$ cat src/rtl/lpmc_pkg.sv
// Package of the low-power mode controller: register map, field layout,
// mode and request encodings, output and wake-source carriers.
// Assumes a 32-bit register port with word-aligned offsets.
package lpmc_pkg;

  // Register byte offsets
  localparam logic [3:0] REG_CTRL   = 4'h0;
  localparam logic [3:0] REG_STATUS = 4'h4;
  localparam logic [3:0] REG_IOSTBY = 4'h8;

  // Status field positions
  localparam int ST_EFF_LSB    = 0;
  localparam int ST_APP_LSB    = 3;
  localparam int ST_MAIN_BIT   = 6;
  localparam int ST_LP_BIT     = 7;
  localparam int ST_RF_BIT     = 8;
  localparam int ST_PVDF_BIT   = 9;
  localparam int ST_PVDB_BIT   = 10;
  localparam int ST_PVM_BIT    = 11;
  localparam int ST_BYP_BIT    = 12;
  localparam int ST_BORL_LSB   = 13;

  // Deep-sleep target codes in the control register
  localparam logic [2:0] DEEP_STOP0    = 3'h0;
  localparam logic [2:0] DEEP_STOP1    = 3'h1;
  localparam logic [2:0] DEEP_STANDBY  = 3'h3;
  localparam logic [2:0] DEEP_SHUTDOWN = 3'h4;

  // Brownout levels; level 0 is the lowest (1.71 V) one
  localparam int         BOR_LEVELS    = 5;
  localparam logic [2:0] BOR_POR_LEVEL = 3'h0;

  // Multispeed oscillator range codes (encoding is local)
  localparam logic [3:0] MSI_4MHZ  = 4'h6;
  localparam logic [3:0] MSI_48MHZ = 4'hB;

  // Modes, ordered from lowest to highest power
  typedef enum logic [2:0] {
    M_SHUTDOWN, M_STANDBY, M_STOP1, M_STOP0,
    M_LPSLEEP, M_LPRUN, M_SLEEP, M_RUN
  } lpmc_mode_type;

  // Power state asked for by the radio subsystem
  typedef enum logic [1:0] {
    RF_OFF, RF_STANDBY, RF_STOP, RF_RUN
  } lpmc_radio_type;

  // Control register layout
  typedef struct packed {
    logic [14:0] rsvd;
    logic        wakePinFall;
    logic [3:0]  msiRange;
    logic        stopWakeHsi;
    logic [1:0]  vosRange;
    logic        bypassAutoEn;
    logic        pvdFall;
    logic        pvdRise;
    logic        pvdEn;
    logic        sramRetain;
    logic        lpRunReq;
    logic [2:0]  deepSel;
  } lpmc_ctrl_type;

  localparam lpmc_ctrl_type CTRL_RESET = '{
    rsvd: 15'h0000, wakePinFall: 1'b0, msiRange: MSI_4MHZ,
    stopWakeHsi: 1'b0, vosRange: 2'h0, bypassAutoEn: 1'b0,
    pvdFall: 1'b0, pvdRise: 1'b0, pvdEn: 1'b0, sramRetain: 1'b0,
    lpRunReq: 1'b0, deepSel: DEEP_STOP0};

  // Power and clock controls driven out
  typedef struct packed {
    logic       mainRegOn;
    logic       lpRegOn;
    logic       radioRegOn;
    logic       coreDomainOn;
    logic       coreClkOn;
    logic       periphClkOn;
    logic       coreClkLimit;
    logic       hsiOn;
    logic       lsOscOn;
    logic       sramRetain;
    logic       borMonOn;
    logic       bypassForce;
    logic       chipReset;
    logic       sysClkHsi;
    logic [3:0] msiRange;
    logic [1:0] vosRange;
    logic       pvdIrq;
    logic       pvmOk;
  } lpmc_out_type;

  // Standby wake sources, level high when active; Shutdown wakes only on extReset, wakeupPin and rtcEvent
  typedef struct packed {
    logic extReset;
    logic watchdogReset;
    logic wakeupPin;
    logic rtcEvent;
    logic lseFail;
    logic radioWake;
  } lpmc_wake_type;

endpackage

$ cat src/rtl/low_power_mode_controller.sv
// Low-power mode controller: mode state machine, regulator and clock
// selection, brownout hold, threshold detector and register port.
// Assumes analog comparators and option settings arrive synchronous.
//
// Overview of operation
// - Main regulator in Run, Sleep, Stop 0
// - Low-power regulator in LP modes, Stop 1
// - Standby and Shutdown switch all regulators off, except the low-power one for Standby SRAM retention
// - Radio regulator follows radio request, forced off in LP modes, Standby, Shutdown
// - LP run limits core clock, radio off
// - LP sleep only from LP run
// - LP sleep wakes back to LP run
// - Hold reset below brownout, except Shutdown
// - Lowest brownout level until options load
// - Threshold detector interrupts on chosen edges
// - Report analog supply inside functional range
// - Auto bypass of converter below level
// - Core voltage scaling in Run
// - Start in Run, leave by software
// - Sleep stops core only, any event wakes
// - Stop keeps SRAM and slow oscillator
// - Stop lets peripherals request 16 MHz oscillator
// - Stop 0 keeps main regulator on
// - Stop exit clock chosen by software
// - Standby drops core, optional SRAM retention
// - Standby drives selected I/O pulls
// - Standby exits on listed wake sources
// - Standby wake runs 16 MHz oscillator
// - Shutdown wake runs multispeed at 4 MHz
// - Higher of core and radio requests wins
//
// Added by the designer: the strobed register port and the placing of the registers.
`timescale 1ns/1ps
module low_power_mode_controller
  import lpmc_pkg::*;
#(
  parameter int NIO = 8
)(
  // Clock and power-on reset
  input  wire logic           clk,
  input  wire logic           rst_n,
  // Register port
  input  wire logic [3:0]     addr,
  input  wire logic [31:0]    wdata,
  input  wire logic           wr,
  input  wire logic           rd,
  output logic      [31:0]    rdata,
  // Application core
  input  wire logic           wfiReq,
  input  wire logic           deepSleep,
  input  wire logic           wakeEvent,
  // Radio subsystem
  input  wire lpmc_radio_type radioReq,
  input  wire logic           radioRegReq,
  // Wake sources and peripheral clock demand
  input  wire lpmc_wake_type  wake,
  input  wire logic           periphHsiReq,
  // Analog monitors, bit i high when supply is below brownout level i
  input  wire logic [BOR_LEVELS-1:0] borCmp,
  input  wire logic           pvdBelow,
  input  wire logic           analogOk,
  // Option settings
  input  wire logic           optValid,
  input  wire logic [2:0]     optBorLevel,
  input  wire logic [2:0]     optBypassLevel,
  // Power controls and standby I/O pulls
  output lpmc_out_type        pwr,
  output logic [NIO-1:0]      ioPullUp,
  output logic [NIO-1:0]      ioPullDown
);

  // Whole state of the block
  typedef struct packed {
    lpmc_mode_type  appMode;    // Mode asked by the core
    lpmc_mode_type  effMode;    // Mode actually in force
    lpmc_ctrl_type  ctrl;       // Control register
    logic [2*NIO-1:0] ioCfg;    // Standby pull selection
    logic           pvdFlag;    // Sticky detector event
    logic           pvdPrev;    // Detector level last cycle
    logic           pinPrev;    // Wake pin level last cycle
    logic [2:0]     borLevel;   // Brownout level in use
    lpmc_out_type   out;
    logic [NIO-1:0] ioUp;
    logic [NIO-1:0] ioDn;
    logic [31:0]    rdata;
  } lpmc_state_type;

  lpmc_state_type s;
  lpmc_state_type next_s;

  logic borBelow;     // Supply under active brownout level
  logic bypassBelow;  // Supply under the bypass level
  lpmc_mode_type rfMode;

  // Comparator pick; out-of-range levels count as the top level
  function automatic logic cmpAt(logic [2:0] lvl, logic [BOR_LEVELS-1:0] c);
    logic r;
    r = c[BOR_LEVELS-1];
    for (int i = 0; i < BOR_LEVELS; i++)
    begin
      if (lvl == 3'(i))
      begin
        r = c[i];
      end
    end
    return r;
  endfunction

  // Stop 0 or Stop 1
  function automatic logic isStop(lpmc_mode_type m);
    return (m == M_STOP0) || (m == M_STOP1);
  endfunction

  assign borBelow    = cmpAt(s.borLevel, borCmp);
  assign bypassBelow = cmpAt(optBypassLevel, borCmp);

  // Radio request seen as a mode floor
  always_comb
  begin
    unique case (radioReq)
      RF_RUN:     rfMode = M_SLEEP;
      RF_STOP:    rfMode = M_STOP1;
      RF_STANDBY: rfMode = M_STANDBY;
      RF_OFF:     rfMode = M_SHUTDOWN;
    endcase
  end

  // Next-state logic
  always_comb
  begin
    logic pinEdge;
    logic stbyWake;
    logic shutWake;
    lpmc_mode_type deepMode;
    next_s = s;
    pinEdge = 1'b0;
    stbyWake = 1'b0;
    shutWake = 1'b0;
    deepMode = M_STOP0;
    next_s.rdata = 32'h0000_0000;
    next_s.out.chipReset = 1'b0;
    next_s.pvdPrev = pvdBelow;
    next_s.pinPrev = wake.wakeupPin;

    // Higher brownout level once options are loaded
    if (optValid)
    begin
      next_s.borLevel = optBorLevel;
    end

    // Read answer the cycle after the strobe
    if (rd)
    begin
      unique case (addr)
        REG_CTRL:   next_s.rdata = s.ctrl;
        REG_STATUS:
        begin
          next_s.rdata[ST_EFF_LSB +: 3]  = s.effMode;
          next_s.rdata[ST_APP_LSB +: 3]  = s.appMode;
          next_s.rdata[ST_MAIN_BIT]      = s.out.mainRegOn;
          next_s.rdata[ST_LP_BIT]        = s.out.lpRegOn;
          next_s.rdata[ST_RF_BIT]        = s.out.radioRegOn;
          next_s.rdata[ST_PVDF_BIT]      = s.pvdFlag;
          next_s.rdata[ST_PVDB_BIT]      = pvdBelow;
          next_s.rdata[ST_PVM_BIT]       = analogOk;
          next_s.rdata[ST_BYP_BIT]       = s.out.bypassForce;
          next_s.rdata[ST_BORL_LSB +: 3] = s.borLevel;
        end
        REG_IOSTBY: next_s.rdata = 32'(s.ioCfg);
        default:    next_s.rdata = 32'h0000_0000;
      endcase
    end

    // Register writes; reserved control bits stay zero
    if (wr && addr == REG_CTRL)
    begin
      next_s.ctrl = wdata;
      next_s.ctrl.rsvd = 15'h0000;
    end
    if (wr && addr == REG_IOSTBY)
    begin
      next_s.ioCfg = wdata[2*NIO-1:0];
    end
    if (wr && addr == REG_STATUS && wdata[ST_PVDF_BIT])
    begin
      next_s.pvdFlag = 1'b0;
    end

    // Detector edges; a new event beats a clear in the same cycle
    if (s.ctrl.pvdEn &&
        ((s.ctrl.pvdFall && pvdBelow && !s.pvdPrev) ||
         (s.ctrl.pvdRise && !pvdBelow && s.pvdPrev)))
    begin
      next_s.pvdFlag = 1'b1;
    end

    // Wake pin edge of the chosen polarity
    pinEdge = s.ctrl.wakePinFall ? (s.pinPrev && !wake.wakeupPin)
                                 : (!s.pinPrev && wake.wakeupPin);
    stbyWake = wake.extReset || wake.watchdogReset || pinEdge ||
               wake.rtcEvent || wake.lseFail || wake.radioWake;
    shutWake = wake.extReset || pinEdge || wake.rtcEvent;

    // Deep-sleep target; undefined codes fall back to Stop 1
    unique case (s.ctrl.deepSel)
      DEEP_STOP0:    deepMode = M_STOP0;
      DEEP_STANDBY:  deepMode = M_STANDBY;
      DEEP_SHUTDOWN: deepMode = M_SHUTDOWN;
      default:       deepMode = M_STOP1;
    endcase

    // Core mode machine; low-power entry only by software
    unique case (s.appMode)
      M_RUN:
      begin
        if (wfiReq)
        begin
          next_s.appMode = deepSleep ? deepMode : M_SLEEP;
        end
        else if (s.ctrl.lpRunReq)
        begin
          next_s.appMode = M_LPRUN;
        end
      end
      M_LPRUN:
      begin
        if (wfiReq)
        begin
          next_s.appMode = deepSleep ? deepMode : M_LPSLEEP;
        end
        else if (!s.ctrl.lpRunReq)
        begin
          next_s.appMode = M_RUN;
        end
      end
      M_SLEEP:
      begin
        if (wakeEvent)
        begin
          next_s.appMode = M_RUN;
        end
      end
      M_LPSLEEP:
      begin
        if (wakeEvent)
        begin
          next_s.appMode = M_LPRUN;
        end
      end
      M_STOP0, M_STOP1:
      begin
        // Software must pick the 16 MHz source while the radio runs
        if (wakeEvent)
        begin
          next_s.appMode = M_RUN;
          next_s.ctrl.lpRunReq = 1'b0;
          next_s.out.sysClkHsi = s.ctrl.stopWakeHsi;
          next_s.out.msiRange = s.ctrl.msiRange;
        end
      end
      M_STANDBY:
      begin
        // Core registers are lost; I/O pull settings survive
        if (stbyWake)
        begin
          next_s.appMode = M_RUN;
          next_s.ctrl = CTRL_RESET;
          next_s.pvdFlag = 1'b0;
          next_s.out.chipReset = 1'b1;
          next_s.out.sysClkHsi = 1'b1;
        end
      end
      M_SHUTDOWN:
      begin
        if (shutWake)
        begin
          next_s.appMode = M_RUN;
          next_s.ctrl = CTRL_RESET;
          next_s.pvdFlag = 1'b0;
          next_s.borLevel = BOR_POR_LEVEL;
          next_s.out.chipReset = 1'b1;
          next_s.out.sysClkHsi = 1'b0;
          next_s.out.msiRange = MSI_4MHZ;
        end
      end
    endcase

    // Brownout holds the chip; the monitor is off in Shutdown
    if (borBelow && s.effMode != M_SHUTDOWN)
    begin
      next_s.appMode = M_RUN;
      next_s.ctrl = CTRL_RESET;
      next_s.pvdFlag = 1'b0;
      next_s.out.chipReset = 1'b1;
      next_s.out.sysClkHsi = 1'b0;
      next_s.out.msiRange = MSI_4MHZ;
    end

    // Effective mode is the higher of the two requests
    next_s.effMode = (rfMode > next_s.appMode) ? rfMode
                                               : next_s.appMode;

    // Regulators, clocks and retention per effective mode
    unique case (next_s.effMode)
      M_RUN, M_SLEEP, M_STOP0: next_s.out.mainRegOn = 1'b1;
      default:                 next_s.out.mainRegOn = 1'b0;
    endcase
    next_s.out.lpRegOn =
      (next_s.effMode inside {M_LPRUN, M_LPSLEEP, M_STOP1}) ||
      (next_s.effMode == M_STANDBY && s.ctrl.sramRetain);
    // Standby powers down the main and radio regulators; the low-power one stays on only for SRAM retention
    next_s.out.radioRegOn = radioRegReq && !(next_s.effMode inside
      {M_LPRUN, M_LPSLEEP, M_STANDBY, M_SHUTDOWN});
    next_s.out.coreDomainOn =
      !(next_s.effMode inside {M_STANDBY, M_SHUTDOWN});
    next_s.out.coreClkOn = next_s.effMode inside {M_RUN, M_LPRUN};
    next_s.out.periphClkOn =
      next_s.effMode inside {M_RUN, M_SLEEP, M_LPRUN, M_LPSLEEP};
    next_s.out.coreClkLimit = next_s.effMode == M_LPRUN;
    // Peripherals may pull in the 16 MHz source in any mode but Standby and Shutdown
    next_s.out.hsiOn = (next_s.effMode inside {M_RUN, M_SLEEP})
      ? next_s.out.sysClkHsi || periphHsiReq
      : periphHsiReq && next_s.out.coreDomainOn;
    next_s.out.lsOscOn = next_s.effMode != M_SHUTDOWN;
    next_s.out.sramRetain = isStop(next_s.effMode) ||
      (next_s.effMode == M_STANDBY && s.ctrl.sramRetain);
    next_s.out.borMonOn = next_s.effMode != M_SHUTDOWN;
    // Forced bypass is not available in Stop 1 and below
    next_s.out.bypassForce = s.ctrl.bypassAutoEn && bypassBelow &&
      (next_s.effMode > M_STOP1);
    next_s.out.vosRange = next_s.out.mainRegOn ? s.ctrl.vosRange
                                               : s.out.vosRange;
    next_s.out.pvdIrq = next_s.pvdFlag;
    next_s.out.pvmOk = analogOk;

    // Standby pulls; pull-up wins if both are chosen
    for (int i = 0; i < NIO; i++)
    begin
      next_s.ioUp[i] = next_s.effMode == M_STANDBY && s.ioCfg[i];
      next_s.ioDn[i] = next_s.effMode == M_STANDBY && !s.ioCfg[i] &&
                       s.ioCfg[NIO+i];
    end
  end

  // State register; reset enters Run with brownout at its lowest level
  always_ff @(posedge clk or negedge rst_n)
  begin
    if (!rst_n)
    begin
      s <= '{appMode: M_RUN, effMode: M_RUN, ctrl: CTRL_RESET,
             borLevel: BOR_POR_LEVEL,
             out: '{mainRegOn: 1'b1, coreDomainOn: 1'b1,
                    coreClkOn: 1'b1, periphClkOn: 1'b1,
                    lsOscOn: 1'b1, borMonOn: 1'b1, chipReset: 1'b1,
                    msiRange: MSI_4MHZ, default: '0},
             default: '0};
    end
    else
    begin
      s <= next_s;
    end
  end

  assign rdata      = s.rdata;
  assign pwr        = s.out;
  assign ioPullUp   = s.ioUp;
  assign ioPullDown = s.ioDn;
endmodule

$ cat config.mk
export PLATFORM = sky130hd
export DESIGN_NAME = low_power_mode_controller
export DESIGN_NICKNAME = d
export VERILOG_FILES = /design/src/rtl/lpmc_pkg.sv /design/src/rtl/low_power_mode_controller.sv
export SDC_FILE = /design/constraint.sdc
export NUM_CORES = 1
export LEC_CHECK = 0
export BUFFER_PORTS_ARGS = -buffer_cell sky130_fd_sc_hd__buf_2
export CAP_MARGIN = 10
export CORE_MARGIN = 3
export CORE_UTILIZATION = 30
export DETAILED_ROUTE_END_ITERATION = 10
export PLACE_DENSITY_LB_ADDON = 0.05
export SLEW_MARGIN = 20
export SYNTH_ARGS = -nofsm -noshare
export SYNTH_HDL_FRONTEND = slang
export SYNTH_SLANG_ARGS = --single-unit
$ cat constraint.sdc
create_clock -name clk -period 11.1 [get_ports clk]
set_clock_uncertainty 0.1 [all_clocks]
set_input_delay 1.11 -clock clk [delete_from_list [all_inputs] [get_ports clk]]
set_output_delay 1.11 -clock clk [all_outputs]
set_load 0.01 [all_outputs]
; Word-level counts from Yosys, hierarchy flattened
; Index checks and enable logic that the tools add are counted.
[classes]
n_lt_le_gt_ge = 2
n_eq_ne = 31
n_mux = 55
reduce_logical = 87
[op_table]
columns = op, count
row1 = $mux 32, 5
row2 = $pmux 28 s2, 1
row3 = $pmux 16 s3, 1
row4 = $mux 3, 15
row5 = $logic_and 1x1->1, 41
row6 = $eq 3x3->1 const B, 11
row7 = $eq 3x2->1 const B, 9
row8 = $mux 1, 19
row9 = $pmux 3 s6, 1
row10 = $mux 16, 1
row11 = $logic_not 3->1, 5
row12 = $logic_not 1->1, 14
row13 = $eq 3x1->1 const B, 4
row14 = $logic_or 1x1->1, 12
row15 = $mux 6, 2
row16 = $pmux 3 s4, 1
row17 = $reduce_bool 3->1, 4
row18 = $pmux 4 s2, 1
row19 = $reduce_bool 4->1, 2
row20 = $ne 3x3->1 const B, 2
row21 = $pmux 1 s3, 2
row22 = $pmux 2 s3, 1
row23 = $pmux 3 s2, 1
row24 = $reduce_bool 2->1, 3
row25 = other kinds (14), 17
[word_totals]
ff_bits = 128
in_bits = 67
output_inout_bits = 70
elab_cells = 213

; Logic depth before layout (Yosys ltp)
[logic_depth]
ltp_word = 17
ltp_mapped = 14
ltp_nobuf = 14

; Worst setup path before layout
; OpenSTA, ideal clock, no wires.
[synth_timing]
path_type = input-to-reg
startpoint = input port wake[5] (netlist name)
endpoint = register s, in the netlist pwr[2]
setup_time_ns = 0.125
arrival_ns = 4.166
t_required_ns = 10.875
slack_ns = 6.710
cell_stages = 13
n_path_buf = 0
cell_sequence = or2_1 > o41ai_1 > o21ai_0 > or2_2 > inv_1 > ha_1 > nor2b_1 > o21a_1 > a211o_1 > o32ai_4 > inv_2 > o21ai_2 > mux2_2
[synth_rtl]
columns = item, line_no
row1 = "start, declared", low_power_mode_controller.sv:56  ; input wire lpmc_wake_type wake,
row2 = "end signal, assigned", low_power_mode_controller.sv:350  ; s <= '{appMode: M_RUN, effMode: M_RUN, ctrl: CTRL_RESET,
row3 = "end signal, assigned", low_power_mode_controller.sv:360  ; s <= next_s;
row4 = "end, declared", low_power_mode_controller.sv:88  ; lpmc_state_type s;

==> run metrics <==
Worst path depth 14; Post-Syn Instances 521; PortBufs 121; DR vias/cell 4.76; most common cell after layout, fill and taps aside buf_2; CP max FO 6; slowest CP cell o41ai_1; # DRC 0; post-cts resize count 0; Worst Path Buf+Inv 3; worst hold path cell count 1; syn avg cell area 11.0 um2; Synthesized Nets 591; LEAKAGE 0.00325 uW; die area 20,800 um2; crit path launch type input pin; sequential share of the synthesized area 56.1%; GRT met2 Usage 25.5%; Die X 144 um; Hold-fix buffers, CTS 0; Setup WS post-layout 6440 ps; Yosys reg bits 128; Cell Rows 49; placed cell area 6070 um2; initial core utilization 31.2%; Yosys cell types 62; CTS tree yes; Slew Limit Fails 0; Max H-tree Level 4; relative slew slack 35.5%; Setup TNS Final 0 ps; Worst Hold Slack 374 ps; Critical Path RT 11,300 ps; share of layout cells above drive strength 1 35.3%; first-pass GRT wire length 24,600 um; initial antenna violation count 0; type of the most critical hold path register to register; met3 Track Usage GR 3.97%; number of global-route vias before repair 4,182; Final min period 4660 ps; drt total wl 15,800 um; synthesized cell area 5740 um2; # diodes 0; number of synthesized flops with an enable pin 0; largest cells by area after synthesis dfrtp_1 (49%), buf_4 (9.2%), dfstp_2 (7.3%); pre-CTS setup slack 6030 ps; Primary FF master, synth dfrtp_1; worst-skew pair later-pin latency 410 ps; Top Ports 137; crit path cell chain buf_2 > or2_1 > o41ai_1 > o21ai_0 > or2_2 > inv_1 > ha_1 > nor2b_1 > o21a_1 > a211o_1 > o32ai_4 > inv_2 > o21ai_2 > mux2_2; Clock Pin Slew Worst Setup and Hold Paths 60 ps; Most Crowded Layer GR met2; Worst setup EP type register; GR Util All Layers 15.8%; WL/cell 19.3 um; status complete, no violations; area share of the largest cell type after synthesis 48.8%; CP Data Arrival Time 4860 ps; Register-to-Register Path Depth 13; RSZ-0062 raised after global routing false; CTS buffer count 17; setup repair bufs after CTS 0; post-synth top area cell dfrtp_1; Util after Layout 36.5%; DR pass1 iterations 4; GRT overflow 0; TritonCTS Sinks 128; routed vias 3,892; Hold Violations, Final 0; number of setup violations in the final report 0; DR iter-0 viols 279; peak supply drop 0.101 mV; Worst path top cell family by delay compound AO/OA/AOI/OAI gates; critical path class input pin to register; Area Growth Syn to Fin 16.9%; Period Utilization, post-route 42.0%; clk buf depth 2; largest net degree at the start of global routing 77; share of flip-flops with an asynchronous set or reset 100%; root buffer cell clkbuf_16; CP peak stage delay 530 ps; M1 GR Usage 21.4%; number of fill cells 1,882; DIE HEIGHT 144 um; worst slew pin tran 968 ps; Core ar. 18,400 um2; post-DP HPWL 11,200 um; Final GP Congestion 0.736; power density over cell area 182 nW/um2; most frequent cells in the layout buf_2 (120), dfrtp_1 (112), nand2_1 (60); Final nets 646; remaining antenna violation count 0; Ys Warns 0; Max-cap violations 0; design area 6710 um2; fmax 0.214 GHz
## metal layers
layer,wire [um],vias up
li1,-,1828
met1,7150,1957
met2,7750,98
met3,761,9
met4,111,0
met5,0,-
## logic make-up (layout without fill, tap and decap cells)
group | after synthesis | after routing | share of synthesized area (%)
AOI/OAI and AO/OA | 91 | 91 | 11.5
xor gates and xnor gates | 1 | 1 | 0.153
adders and majority gates | 3 | 3 | 0.654
buffers and inverters | 112 | 180 | 12.2
DFF | 128 | 128 | 56.1
muxes | 24 | 24 | 4.79
and+or+nand+nor | 162 | 162 | 14.6
## layout make-up
| cell class | count | area [um2] | share of cell area (%) |
|---|---|---|---|
| Clock inverter | 12 | 180 | 2.68 |
| Timing Repair Buffer | 125 | 642 | 9.56 |
| Inverter | 23 | 86.3 | 1.29 |
| Sequential cell | 128 | 3220 | 48.0 |
| Tap cell | 229 | 287 | 4.27 |
| Clock buffer | 20 | 467 | 6.95 |
| Multi-Input combinational cell | 281 | 1830 | 27.2 |
## sequential cells by signal (all words and copies together), names as in the netlist
register    count
s              59
rdata          32
ioPullDown      8
ioPullUp        8
pwr            21
## stage by stage
| stage | std cells | power (uW) |
|---|---|---|
| 2_1_floorplan | 521 | 577 |
| 3_3_place_gp | 786 | 624 |
| 3_5_place_dp | 786 | 627 |
| 4_1_cts | 818 | 1240 |
| 5_1_grt | 818 | 1280 |
| 6_report | 818 | 1220 |
## power breakdown
part | internal (uW) | switching [uW] | total [uW]
combinational | 38.4 | 59.5 | 97.9
sequential | 492 | 25.3 | 518
clock | 395 | 212 | 607
## Yosys cell counts (9+ instances only)
| cell type | n |
|---|---|
| mux2_2 | 18 |
| dfrtp_1 | 112 |
| nand2_1 | 60 |
| buf_4 | 70 |
| dfstp_2 | 16 |
| clkbuf_1 | 14 |
| nor3b_1 | 9 |
| and2_1 | 18 |
| a22oi_1 | 17 |
| a21oi_1 | 36 |
| nor2_1 | 24 |
| and3_1 | 16 |
| inv_1 | 22 |
## path summary, 6_finish.rpt
| kind | endpoint | slack [ps] | start |
|---|---|---|---|
| setup reg to reg | pwr[2] | 6830 | s[108] |
| hold reg to reg | s[109] | 370 | s[109] |
| setup / recovery | pwr[2] | 6440 | wake[5] |
| min in group asynchronous | s[91] | 540 | rst_n |
| max in group asynchronous | rdata[26] | 8960 | rst_n |
| hold / removal | s[109] | 370 | s[109] |
## worst register-to-register path: cells and delay by family (launching register included)
kind / cells / cell delay, ps
AO/OA/AOI/OAI: 6 / 2040
flip-flops: 1 / 440
AND/OR/NAND/NOR: 3 / 730
buffers and inverters: 2 / 220
multiplexers: 1 / 380
adder cells (fa/ha/maj): 1 / 240
Note: power is estimated with default switching activity, not from simulation.
